==> src/core/pfcs_pkg.sv <==
// Package for the pin function and channel select bank.
// Assumes an 8-bit register port with byte offsets as listed.
package pfcs_pkg;

    // ----------------------------------------
    // Register offsets
    // ----------------------------------------
    localparam logic [7:0] OFF_PIN_ONE   = 8'h10;
    localparam logic [7:0] OFF_PIN_TWO   = 8'h11;
    localparam logic [7:0] OFF_PIN_THREE = 8'h12;
    localparam logic [7:0] OFF_PIN_FOUR  = 8'h13;
    localparam logic [7:0] OFF_PRESET    = 8'h14;
    localparam logic [7:0] OFF_CHAN      = 8'h16;

    // ----------------------------------------
    // Reset values and writable masks
    // ----------------------------------------
    localparam logic [7:0] RST_PIN_ONE   = 8'h7F;
    localparam logic [7:0] RST_PIN_TWO   = 8'hCE;
    localparam logic [7:0] RST_PIN_THREE = 8'h42;
    localparam logic [7:0] RST_PIN_FOUR  = 8'hFC;
    localparam logic [7:0] RST_PRESET    = 8'h01;
    localparam logic [7:0] RST_CHAN      = 8'h00;
    localparam logic [7:0] MSK_ALL       = 8'hFF;
    localparam logic [7:0] MSK_PIN_THREE = 8'hFE;
    localparam logic [7:0] MSK_PIN_FOUR  = 8'hFC;
    localparam logic [7:0] MSK_PRESET    = 8'h1F;

    // ----------------------------------------
    // Field encodings
    // ----------------------------------------
    localparam logic [1:0] SEL2_00 = 2'h0;
    localparam logic [1:0] SEL2_01 = 2'h1;
    localparam logic [1:0] SEL2_10 = 2'h2;
    localparam logic [1:0] SEL2_11 = 2'h3;

    // Rail choice for pins 23 and 24
    typedef enum logic [1:0] {
        PFCS_RAIL_CORE = 2'h0,
        PFCS_RAIL_2V5  = 2'h1,
        PFCS_RAIL_1V8  = 2'h2,
        PFCS_RAIL_1V5  = 2'h3
    } pfcs_rail_t;

    // Three-way role of pins 25, 26, 28, 29
    typedef enum logic [1:0] {
        PFCS_ROLE_BASE  = 2'h0,
        PFCS_ROLE_ALT   = 2'h1,
        PFCS_ROLE_ALARM = 2'h2
    } pfcs_role3_t;

    // Decoded pin functions: flags, plus codes for rails and three-way roles
    typedef struct packed {
        logic        first_12v_monitor;
        logic        fan_speed_input_five;
        logic [3:0]  fan_speed_input_1_4;
        logic [3:0]  gpio_1_4;
        logic        remote_diode_three_pair;
        logic        termination_sense_two;
        logic        remote_diode_one_pair;
        logic        termination_sense_one;
        logic        voltage_identification_inputs;
        pfcs_rail_t  pin23_rail;
        logic [2:0]  fan_speed_input_6_8;
        logic        pin19_low_scale;
        logic        pin15_low_scale;
        logic        pwm_four_drive;
        logic        chassis_intrusion;
        logic        force_fan_full_input;
        pfcs_role3_t pin25_role;
        pfcs_role3_t pin26_role;
        pfcs_rail_t  pin24_rail;
        logic [1:0]  pwm_1_2_drive;
        logic [1:0]  gpio_5_6;
        pfcs_role3_t pin28_role;
        pfcs_role3_t pin29_role;
        logic [4:0]  preset_enable;
        logic [1:0]  special_output_enable;
        logic        single_channel_mode;
        logic [4:0]  channel_select;
    } pfcs_func_t;

endpackage

==> src/core/pfcs_reg8.sv <==
// One 8-bit configuration register with a writable mask.
// Assumes a single clock and an asynchronous active-low reset.
`timescale 1ns/1ps
module pfcs_reg8 #(
    parameter logic [7:0] RESET_VAL = 8'h00,
    parameter logic [7:0] WR_MASK   = 8'hFF
) (
    input  wire logic       clock_i,
    input  wire logic       arst_n_i,
    input  wire logic       sw_reset_i,
    input  wire logic       we_i,
    input  wire logic [7:0] wdata_i,
    output logic      [7:0] value_o
);
    logic [7:0] value_d;

    // Reserved bits hold their reset value
    assign value_d = sw_reset_i ? RESET_VAL
                   : we_i ? ((wdata_i & WR_MASK) | (RESET_VAL & ~WR_MASK))
                   : value_o;

    always_ff @(posedge clock_i or negedge arst_n_i) begin
        if (!arst_n_i) begin
            value_o <= RESET_VAL;
        end else begin
            value_o <= value_d;
        end
    end
endmodule

==> src/core/pfcs_top.sv <==
// Pin function and channel select register bank with pin role decode.
// Assumes a plain register port synchronous to clock_i; read data one cycle after the strobe.
//
// Functional notes
// - Pin 7 bit0: 12V monitor or fan five
// - Pins 4..1: GPIO or fan, unless VID
// - Bit5 set gives pins 19/20 diode three
// - Bit6 set gives pins 15/16 diode one
// - Bit7 makes seven pins VID inputs
// - Pin 23 rail select, default 1.8 V
// - Pins 22,21,8: voltage or fan 8,7,6
// - Pin 19/15 scaling when diode off
// - Pin 13: 3.3 V monitor or PWM four
// - Pin 27: force-fan input or intrusion
// - Pin 25: 3.3V, 1.2V, or overtemp one
// - Pin 24 rail select, default 2.5 V
// - Pin 26: battery, bus rail, overtemp two
// - Pins 32/31: GPIO or PWM, VID overrides
// - Pin 29: GPIO8, 1.5V, or alarm two
// - Pin 28: GPIO7, 1.5V, or alarm one
// - Five preset enables, reserved bits read zero
// - Special output enables on GPIO five, six
// - Single-channel mode stops round robin
// - Five-bit channel select, default pin 26
// - Lock protects, soft reset restores defaults
`timescale 1ns/1ps
module pfcs_top (
    input  wire logic              clock_i,
    input  wire logic              arst_n_i,
    input  wire logic              sw_reset_i,
    input  wire logic              lock_i,
    input  wire logic [7:0]        addr_i,
    input  wire logic [7:0]        wdata_i,
    input  wire logic              wr_i,
    input  wire logic              rd_i,
    output logic      [7:0]        rdata_o,
    output pfcs_pkg::pfcs_func_t   func_o
);
    // ----------------------------------------
    // Address decode
    // ----------------------------------------
    logic       wr_ok;
    logic       we_one;
    logic       we_two;
    logic       we_three;
    logic       we_four;
    logic       we_preset;
    logic       we_chan;
    logic [7:0] pin_one;
    logic [7:0] pin_two;
    logic [7:0] pin_three;
    logic [7:0] pin_four;
    logic [7:0] preset;
    logic [7:0] chan;

    assign wr_ok     = wr_i & ~lock_i;
    assign we_one    = wr_ok & (addr_i == pfcs_pkg::OFF_PIN_ONE);
    assign we_two    = wr_ok & (addr_i == pfcs_pkg::OFF_PIN_TWO);
    assign we_three  = wr_ok & (addr_i == pfcs_pkg::OFF_PIN_THREE);
    assign we_four   = wr_ok & (addr_i == pfcs_pkg::OFF_PIN_FOUR);
    assign we_preset = wr_ok & (addr_i == pfcs_pkg::OFF_PRESET);
    assign we_chan   = wr_ok & (addr_i == pfcs_pkg::OFF_CHAN);

    // ----------------------------------------
    // Registers
    // ----------------------------------------
    pfcs_reg8 #(.RESET_VAL(pfcs_pkg::RST_PIN_ONE), .WR_MASK(pfcs_pkg::MSK_ALL)) u_one (
        .clock_i    (clock_i),
        .arst_n_i   (arst_n_i),
        .sw_reset_i (sw_reset_i),
        .we_i       (we_one),
        .wdata_i    (wdata_i),
        .value_o    (pin_one)
    );
    pfcs_reg8 #(.RESET_VAL(pfcs_pkg::RST_PIN_TWO), .WR_MASK(pfcs_pkg::MSK_ALL)) u_two (
        .clock_i    (clock_i),
        .arst_n_i   (arst_n_i),
        .sw_reset_i (sw_reset_i),
        .we_i       (we_two),
        .wdata_i    (wdata_i),
        .value_o    (pin_two)
    );
    pfcs_reg8 #(.RESET_VAL(pfcs_pkg::RST_PIN_THREE), .WR_MASK(pfcs_pkg::MSK_PIN_THREE)) u_three (
        .clock_i    (clock_i),
        .arst_n_i   (arst_n_i),
        .sw_reset_i (sw_reset_i),
        .we_i       (we_three),
        .wdata_i    (wdata_i),
        .value_o    (pin_three)
    );
    pfcs_reg8 #(.RESET_VAL(pfcs_pkg::RST_PIN_FOUR), .WR_MASK(pfcs_pkg::MSK_PIN_FOUR)) u_four (
        .clock_i    (clock_i),
        .arst_n_i   (arst_n_i),
        .sw_reset_i (sw_reset_i),
        .we_i       (we_four),
        .wdata_i    (wdata_i),
        .value_o    (pin_four)
    );
    pfcs_reg8 #(.RESET_VAL(pfcs_pkg::RST_PRESET), .WR_MASK(pfcs_pkg::MSK_PRESET)) u_preset (
        .clock_i    (clock_i),
        .arst_n_i   (arst_n_i),
        .sw_reset_i (sw_reset_i),
        .we_i       (we_preset),
        .wdata_i    (wdata_i),
        .value_o    (preset)
    );
    pfcs_reg8 #(.RESET_VAL(pfcs_pkg::RST_CHAN), .WR_MASK(pfcs_pkg::MSK_ALL)) u_chan (
        .clock_i    (clock_i),
        .arst_n_i   (arst_n_i),
        .sw_reset_i (sw_reset_i),
        .we_i       (we_chan),
        .wdata_i    (wdata_i),
        .value_o    (chan)
    );

    // ----------------------------------------
    // Read mux
    // ----------------------------------------
    logic [7:0] rdata_sel;
    logic [7:0] rdata_d;

    // Reserved bits read zero, unmapped reads zero
    assign rdata_sel = (addr_i == pfcs_pkg::OFF_PIN_ONE)   ? pin_one
                     : (addr_i == pfcs_pkg::OFF_PIN_TWO)   ? pin_two
                     : (addr_i == pfcs_pkg::OFF_PIN_THREE) ? (pin_three & pfcs_pkg::MSK_PIN_THREE)
                     : (addr_i == pfcs_pkg::OFF_PIN_FOUR)  ? (pin_four & pfcs_pkg::MSK_PIN_FOUR)
                     : (addr_i == pfcs_pkg::OFF_PRESET)    ? (preset & pfcs_pkg::MSK_PRESET)
                     : (addr_i == pfcs_pkg::OFF_CHAN)      ? chan
                     : 8'h00;
    assign rdata_d = rd_i ? rdata_sel : 8'h00;

    // ----------------------------------------
    // Pin role decode
    // ----------------------------------------
    pfcs_pkg::pfcs_func_t func_d;
    logic                 vid;

    function automatic pfcs_pkg::pfcs_role3_t role3(input logic [1:0] sel);
        pfcs_pkg::pfcs_role3_t r;
        r = pfcs_pkg::PFCS_ROLE_ALARM;
        if (sel == pfcs_pkg::SEL2_00) begin
            r = pfcs_pkg::PFCS_ROLE_BASE;
        end else if (sel == pfcs_pkg::SEL2_01) begin
            r = pfcs_pkg::PFCS_ROLE_ALT;
        end
        return r;
    endfunction

    assign vid = pin_one[7];

    always_comb begin
        func_d                               = '0;
        func_d.first_12v_monitor             = ~pin_one[0];
        func_d.fan_speed_input_five          = pin_one[0];
        func_d.voltage_identification_inputs = vid;
        for (int i = 0; i < 4; i++) begin
            func_d.fan_speed_input_1_4[i] = ~vid & pin_one[4 - i];
            func_d.gpio_1_4[i]            = ~vid & ~pin_one[4 - i];
        end
        func_d.remote_diode_three_pair = pin_one[5];
        func_d.termination_sense_two   = ~pin_one[5];
        func_d.remote_diode_one_pair   = pin_one[6];
        func_d.termination_sense_one   = ~pin_one[6];
        func_d.pin23_rail              = pfcs_pkg::pfcs_rail_t'(pin_two[1:0]);
        func_d.fan_speed_input_6_8     = {pin_two[2], pin_two[3], pin_two[7]};
        func_d.pin19_low_scale         = ~pin_one[5] & pin_two[4];
        func_d.pin15_low_scale         = ~pin_one[6] & pin_two[5];
        func_d.pwm_four_drive          = pin_two[6];
        func_d.chassis_intrusion       = pin_three[1];
        func_d.force_fan_full_input    = ~pin_three[1];
        func_d.pin26_role              = role3(pin_three[3:2]);
        func_d.pin25_role              = role3(pin_three[5:4]);
        func_d.pin24_rail              = pfcs_pkg::pfcs_rail_t'(pin_three[7:6]);
        func_d.pwm_1_2_drive[1]        = ~vid & pin_four[2];
        func_d.pwm_1_2_drive[0]        = ~vid & pin_four[3];
        func_d.gpio_5_6[1]             = ~vid & ~pin_four[2];
        func_d.gpio_5_6[0]             = ~vid & ~pin_four[3];
        func_d.pin29_role              = role3(pin_four[5:4]);
        func_d.pin28_role              = vid ? pfcs_pkg::PFCS_ROLE_BASE : role3(pin_four[7:6]);
        func_d.preset_enable           = preset[4:0];
        func_d.special_output_enable   = chan[1:0];
        func_d.single_channel_mode     = chan[2];
        func_d.channel_select          = chan[7:3];
    end

    // ----------------------------------------
    // Output flops
    // ----------------------------------------
    always_ff @(posedge clock_i or negedge arst_n_i) begin
        if (!arst_n_i) begin
            rdata_o <= 8'h00;
            func_o  <= '0;
        end else begin
            rdata_o <= rdata_d;
            func_o  <= func_d;
        end
    end
endmodule

==> config.mk <==
export PLATFORM = sky130hd
export DESIGN_NAME = pfcs_top
export DESIGN_NICKNAME = d
export VERILOG_FILES = /design/src/core/pfcs_pkg.sv /design/src/core/pfcs_reg8.sv /design/src/core/pfcs_top.sv
export SDC_FILE = /design/constraint.sdc
export NUM_CORES = 1
export LEC_CHECK = 0
export BUFFER_PORTS_ARGS = -buffer_cell sky130_fd_sc_hd__buf_2
export CELL_PAD_IN_SITES_DETAIL_PLACEMENT = 0
export CELL_PAD_IN_SITES_GLOBAL_PLACEMENT = 1
export CORE_MARGIN = 4
export CORE_UTILIZATION = 25
export CTS_CLUSTER_SIZE = 20
export DETAILED_ROUTE_END_ITERATION = 8
export GPL_TIMING_DRIVEN = 0
export PLACE_DENSITY = 0.54
export SLEW_MARGIN = 20
export SYNTH_ARGS = -nofsm -noshare
export SYNTH_HDL_FRONTEND = slang
export SYNTH_SLANG_ARGS = --single-unit
==> constraint.sdc <==
create_clock -name clock_i -period 1.65 [get_ports clock_i]
set_clock_uncertainty 0.1 [all_clocks]
set_input_delay 0 -clock clock_i [delete_from_list [all_inputs] [get_ports clock_i]]
set_output_delay 0 -clock clock_i [all_outputs]
set_load 0.01 [all_outputs]
; After elaboration in Yosys (flattened, before gate mapping)
; Cells that the tools add are included.
[classes]
eq_ne = 10
mux = 28
n_bitwise = 33
n_reduce_logical = 10
[op_table]
columns = operator, n
row1 = two-way mux 8 bit, 17
row2 = == test 8 x 5 -> 1 bit (second input constant), 6
row3 = AND 1 bit, 21
row4 = two-way mux 2 bit, 9
row5 = NOT 1 bit, 12
row6 = nonzero test 2 bit, 6
row7 = two-way mux 5 bit, 2
row8 = == test 2 x 1 -> 1 bit (second input constant), 4
row9 = zero test 2 bit, 4
[word_totals]
register_bits = 105
in_bits = 22
out_inout_bits = 60
wordCells = 115

; Longest topological paths before layout
[logic_depth]
word_depth = 8
mapped_depth = 6
depth_no_buf = 4

; Hierarchy
; From an unflattened synthesis, not the netlist that was laid out.
[hier_totals]
hier_cells = 314
area_unflattened_um2 = 4038.9
[by_module_without_submodules]
columns = mod, n_inst, cells_each, area_per_inst_um2, seq_area_each_um2
row1 = pfcs_top, 1, 170, 2182.1, 1501.4
row2 = pfcs_reg8 at u_one, 1, 26, 354.1, 209.0
row3 = pfcs_reg8 at u_two, 1, 26, 346.6, 206.4
row4 = pfcs_reg8 at u_chan, 1, 26, 325.3, 200.2
row5 = pfcs_reg8 at u_three, 1, 24, 304.0, 177.7
row6 = pfcs_reg8 at u_four, 1, 22, 290.3, 157.7
row7 = pfcs_reg8 at u_preset, 1, 20, 236.5, 126.4

; Worst setup path after synthesis
; Ideal clock, no wire load.
[synth_path]
path_kind = reg-to-reg
startpoint = register u_one.value_o[7]
endpoint = register rdata_o[7]
setup_time_ps = 123
arrival_time_ps = 1016
setup_slack_ps = 411
stages_incl_launch_ff = 5
path_buffers = 0
synth_period_minus_slack_ps = 1239
path_cell_list = dfrtp_1 > mux2_2 > o22a_1 > o21ai_0 > a21oi_1
[synth_between]
elab_chain_len = 2
[synth_lines]
columns = element, line_no
row1 = from (decl), pfcs_reg8.sv:13  ; output logic [7:0] value_o
row2 = from (signal assigned), pfcs_reg8.sv:26  ; value_o <= value_d;
row3 = two-way mux 8 bit, pfcs_top.sv:123  ; assign rdata_sel = (addr_i == pfcs_pkg::OFF_PIN_ONE) ? pin_one
row4 = two-way mux 8 bit, pfcs_top.sv:130  ; assign rdata_d = rd_i ? rdata_sel : 8'h00;
row5 = net rdata_d[7], pfcs_top.sv:120  ; logic [7:0] rdata_d;
row6 = to (signal assigned), pfcs_top.sv:194  ; rdata_o <= rdata_d;
row7 = to (decl), pfcs_top.sv:36  ; output logic [7:0] rdata_o,
; The timed path passes the listed nets, and every way through them passes these cells.
; A chain may end at the register's enable or synchronous reset.

; Final worst setup path
[layout_path]
startpoint = register u_four.value_o[4]
endpoint = register rdata_o[4]
[layout_between]
elab_chain_len = 5
[layout_lines]
columns = element, line_no
row1 = from (decl), pfcs_reg8.sv:13
row2 = from (signal assigned), pfcs_reg8.sv:26
row3 = two-way mux 8 bit, pfcs_top.sv:126  ; : (addr_i == pfcs_pkg::OFF_PIN_FOUR) ? (pin_four & pfcs_pkg::MSK_PIN_FOUR)
row4 = two-way mux 8 bit, pfcs_top.sv:125  ; : (addr_i == pfcs_pkg::OFF_PIN_THREE) ? (pin_three & pfcs_pkg::MSK_PIN_THREE)
row5 = two-way mux 8 bit, pfcs_top.sv:124  ; : (addr_i == pfcs_pkg::OFF_PIN_TWO) ? pin_two
row6 = two-way mux 8 bit, pfcs_top.sv:123
row7 = two-way mux 8 bit, pfcs_top.sv:130
row8 = net rdata_d[4], pfcs_top.sv:120
; The timed path passes the listed nets, and every way through them passes these cells.

==> impl_metrics.tcl <==
set metrics [dict create \
    start_util_pct 25.9 \
    synthTopCellsByArea "dfrtp_1 51%, dfstp_2 14%, mux2i_1 6.5%" \
    critPathLaunchType "register" \
    nets 448 \
    fin_hold_ws_ps 18.1 \
    reg2reg_depth 4 \
    grt_pass1_vias 3016 \
    ys_seq_area_share_pct 64.5 \
    dpl.hpwl_um 7820 \
    path_clk_slew_ps 70 \
    fmax_mhz 676 \
    synth_nets 345 \
    cts_setup_buffers 0 \
    worst-r2r-setup-slack_ps 170 \
    async_flop_share_pct 100 \
    dr_total_vias 2787 \
    grt_pass1_wl_um 17600 \
    dr.pass1.iters 4 \
    crit_type "register to register" \
    final_util_pct 32.9 \
    top_layer "met4" \
    netlist_area_sq_um 4000 \
    dpl.cell_count 614 \
    clock-sinks 102 \
    crit_arrival_ps 1610 \
    yosys_most_used_dff "dfrtp_1" \
    worstSetupEndpointType "register" \
    portBuffers 79 \
    worst-slew-pin-transition_ps 653 \
    syn2layout_area_growth_pct 26.9 \
    grt_setup_unrepaired "no" \
    numCtsBuffers 9 \
    grt_max_degree 65 \
    cts_root_buf "clkbuf_16" \
    htree_levels 3 \
    place_congestion 0.790 \
    setup_viol 0 \
    wl_met2_um 4910 \
    status "completed" \
    syn_avg_cell_area_sq_um 12.4 \
    met1Wirelength_um 5180 \
    drt_iter0_markers 169 \
    synth_edf_count 0 \
    die_w_um 134 \
    rows 45 \
    cts_max_path_buffers 2 \
    grt_use_total_pct 12.7 \
    die-area_sq_um 18100 \
    ant_nets 0 \
    drt-total-wl_um 10800 \
    power_density_nw_per_um2 934 \
    wl_met3_um 557 \
    route.detailed.drc 0 \
    fin_crit_ps 1480 \
    wl_per_cell_um 16.8 \
    slew_viol_final 0 \
    synth_most_common_cell "dfrtp_1" \
    fin_crit_sh_pct 89.7 \
    cts_tree "yes" \
    ios 82 \
    viasPerCell 4.34 \
    hp-class "primary input to async pin" \
    cp_cell_sequence "mux2_2, and3_1, o221ai_1, a21boi_0" \
    drive_above_1_share_pct 32.3 \
    ir_drop_mv 0.499 \
    overflow 0 \
    insertedDiodeCount 0 \
    slowest_stage "dfstp_2" \
    slew_headroom_pct 56.5 \
    place_area_sq_um 4690 \
    ys_warn_count 0 \
    syn_inst 323 \
    fin_cells 642 \
    yosys.area.top_type "dfrtp_1" \
    cpPeakStageDelay_ps 560 \
    finalHoldViolations 0 \
    clkLatencyLatePin_ps 350 \
    power.leakage_uw 0.00248 \
    grt_antenna_before_repair 0 \
    critPathMaxFanout 3 \
    cp.required_ps 1780 \
    fin_tns_setup_ps 0 \
    cap_violations 0 \
    synthDominantCellAreaShare_pct 50.7 \
    synth_common_cells "81 x dfrtp_1, 51 x nor2_1, 26 x mux2i_1, 24 x a21oi_1, 21 x dfstp_2" \
    die_h_um 134 \
    synth_seq_cells 102 \
    fin_area_sq_um 5070 \
    yosysUniqueCellTypes 39 \
    core_region_area_sq_um 15400 \
]
[stage by stage]
stage	power, uW	worst slack [ps]
after global routing	4930	99.3
after CTS	4810	206
after floorplan	2660	411
after detailed placement	2810	-28.0
after global placement	2790	-585
final	4740	171
[cells by family after synthesis]
family                 Yosys count  share of synthesized area, %
DFF                            102                          64.5
AOI/OAI and AO/OA               49                          7.58
and+or+nand+nor                111                          15.8
muxes                           32                          8.77
buffers and inverters           29                          3.32
[cell type report]
class / count / area (sq um)
well taps: 211 / 264
repair buffers: 92 / 549
flip-flops and latches: 102 / 2580
inverters: 8 / 30.0
multi-input cells: 192 / 1280
clock inverters: 1 / 5.00
fillers: 1650 / 10400
plain buffers: 21 / 103
clock buffers: 15 / 258
[per-layer routing]
layer	track usage, %	up-vias
met4	4.58	0
met1	18.1	1390
met5	0	-
met3	3.11	13
met2	18.8	69
li1	-	1315
[power by group]
| part | internal [uW] | leakage [uW] | total (uW) | switching [uW] |
|---|---|---|---|---|
| clock | 1070 | 0.000128 | 1960 | 892 |
| sequential | 2510 | 0.00125 | 2510 | 1.17 |
| combinational | 91.4 | 0.00110 | 272 | 181 |
| total | 3660 | 0.00248 | 4740 | 1070 |
[worst max-delay path, delay by kind of cell, from the launching register on]
kind	cells	cell delay [ps]
flip-flops	1	560
AO/OA/AOI/OAI	2	390
multiplexers	1	160
AND/OR/NAND/NOR	1	150
[path summary, 6_finish.rpt]
kind,endpoint,from
min reg2reg,func_o[21],u_three.value_o[6]
min,func_o[5],arst_n_i
max reg2reg,rdata_o[4],u_four.value_o[4]
max,rdata_o[4],u_four.value_o[4]
max in group asynchronous,u_two.value_o[6],arst_n_i
min in group clock_i,u_one.value_o[0],addr_i[5]
[placed cells by master, fill, tap and decap left out, drive strengths merged, types with 2 or more instances in the layout]
master,Yosys,routed
nor4b,2,2
mux4,2,2
nand2b,2,2
dlygate4sd3,0,12
a21o,3,3
dfrtp,81,81
nand3,3,3
o22a,3,3
a211o,2,2
inv,8,8
a21oi,24,24
a211oi,4,4
nor2,52,52
nor3,20,20
nand2,6,6
nor2b,15,15
o211ai,2,2
dfstp,21,21
clkbuf,11,26
o21ai,6,6
nand4,6,6
mux2i,26,26
mux2,4,4
buf,10,90
[sequential cells by signal, indices dropped and copies added (netlist names)]
register          count
u_three.value_o       7
rdata_o               8
u_one.value_o         8
u_chan.value_o        8
u_two.value_o         8
u_four.value_o        6
u_preset.value_o      5
func_o               52
[timing repair]
| action | CTS | global route |
|---|---|---|
| hold buffers | 12 | 0 |
| hold endpoints to repair | 133 | 0 |
| gates resized for setup | 0 | 0 |
Power figures use the tool's default switching activity.
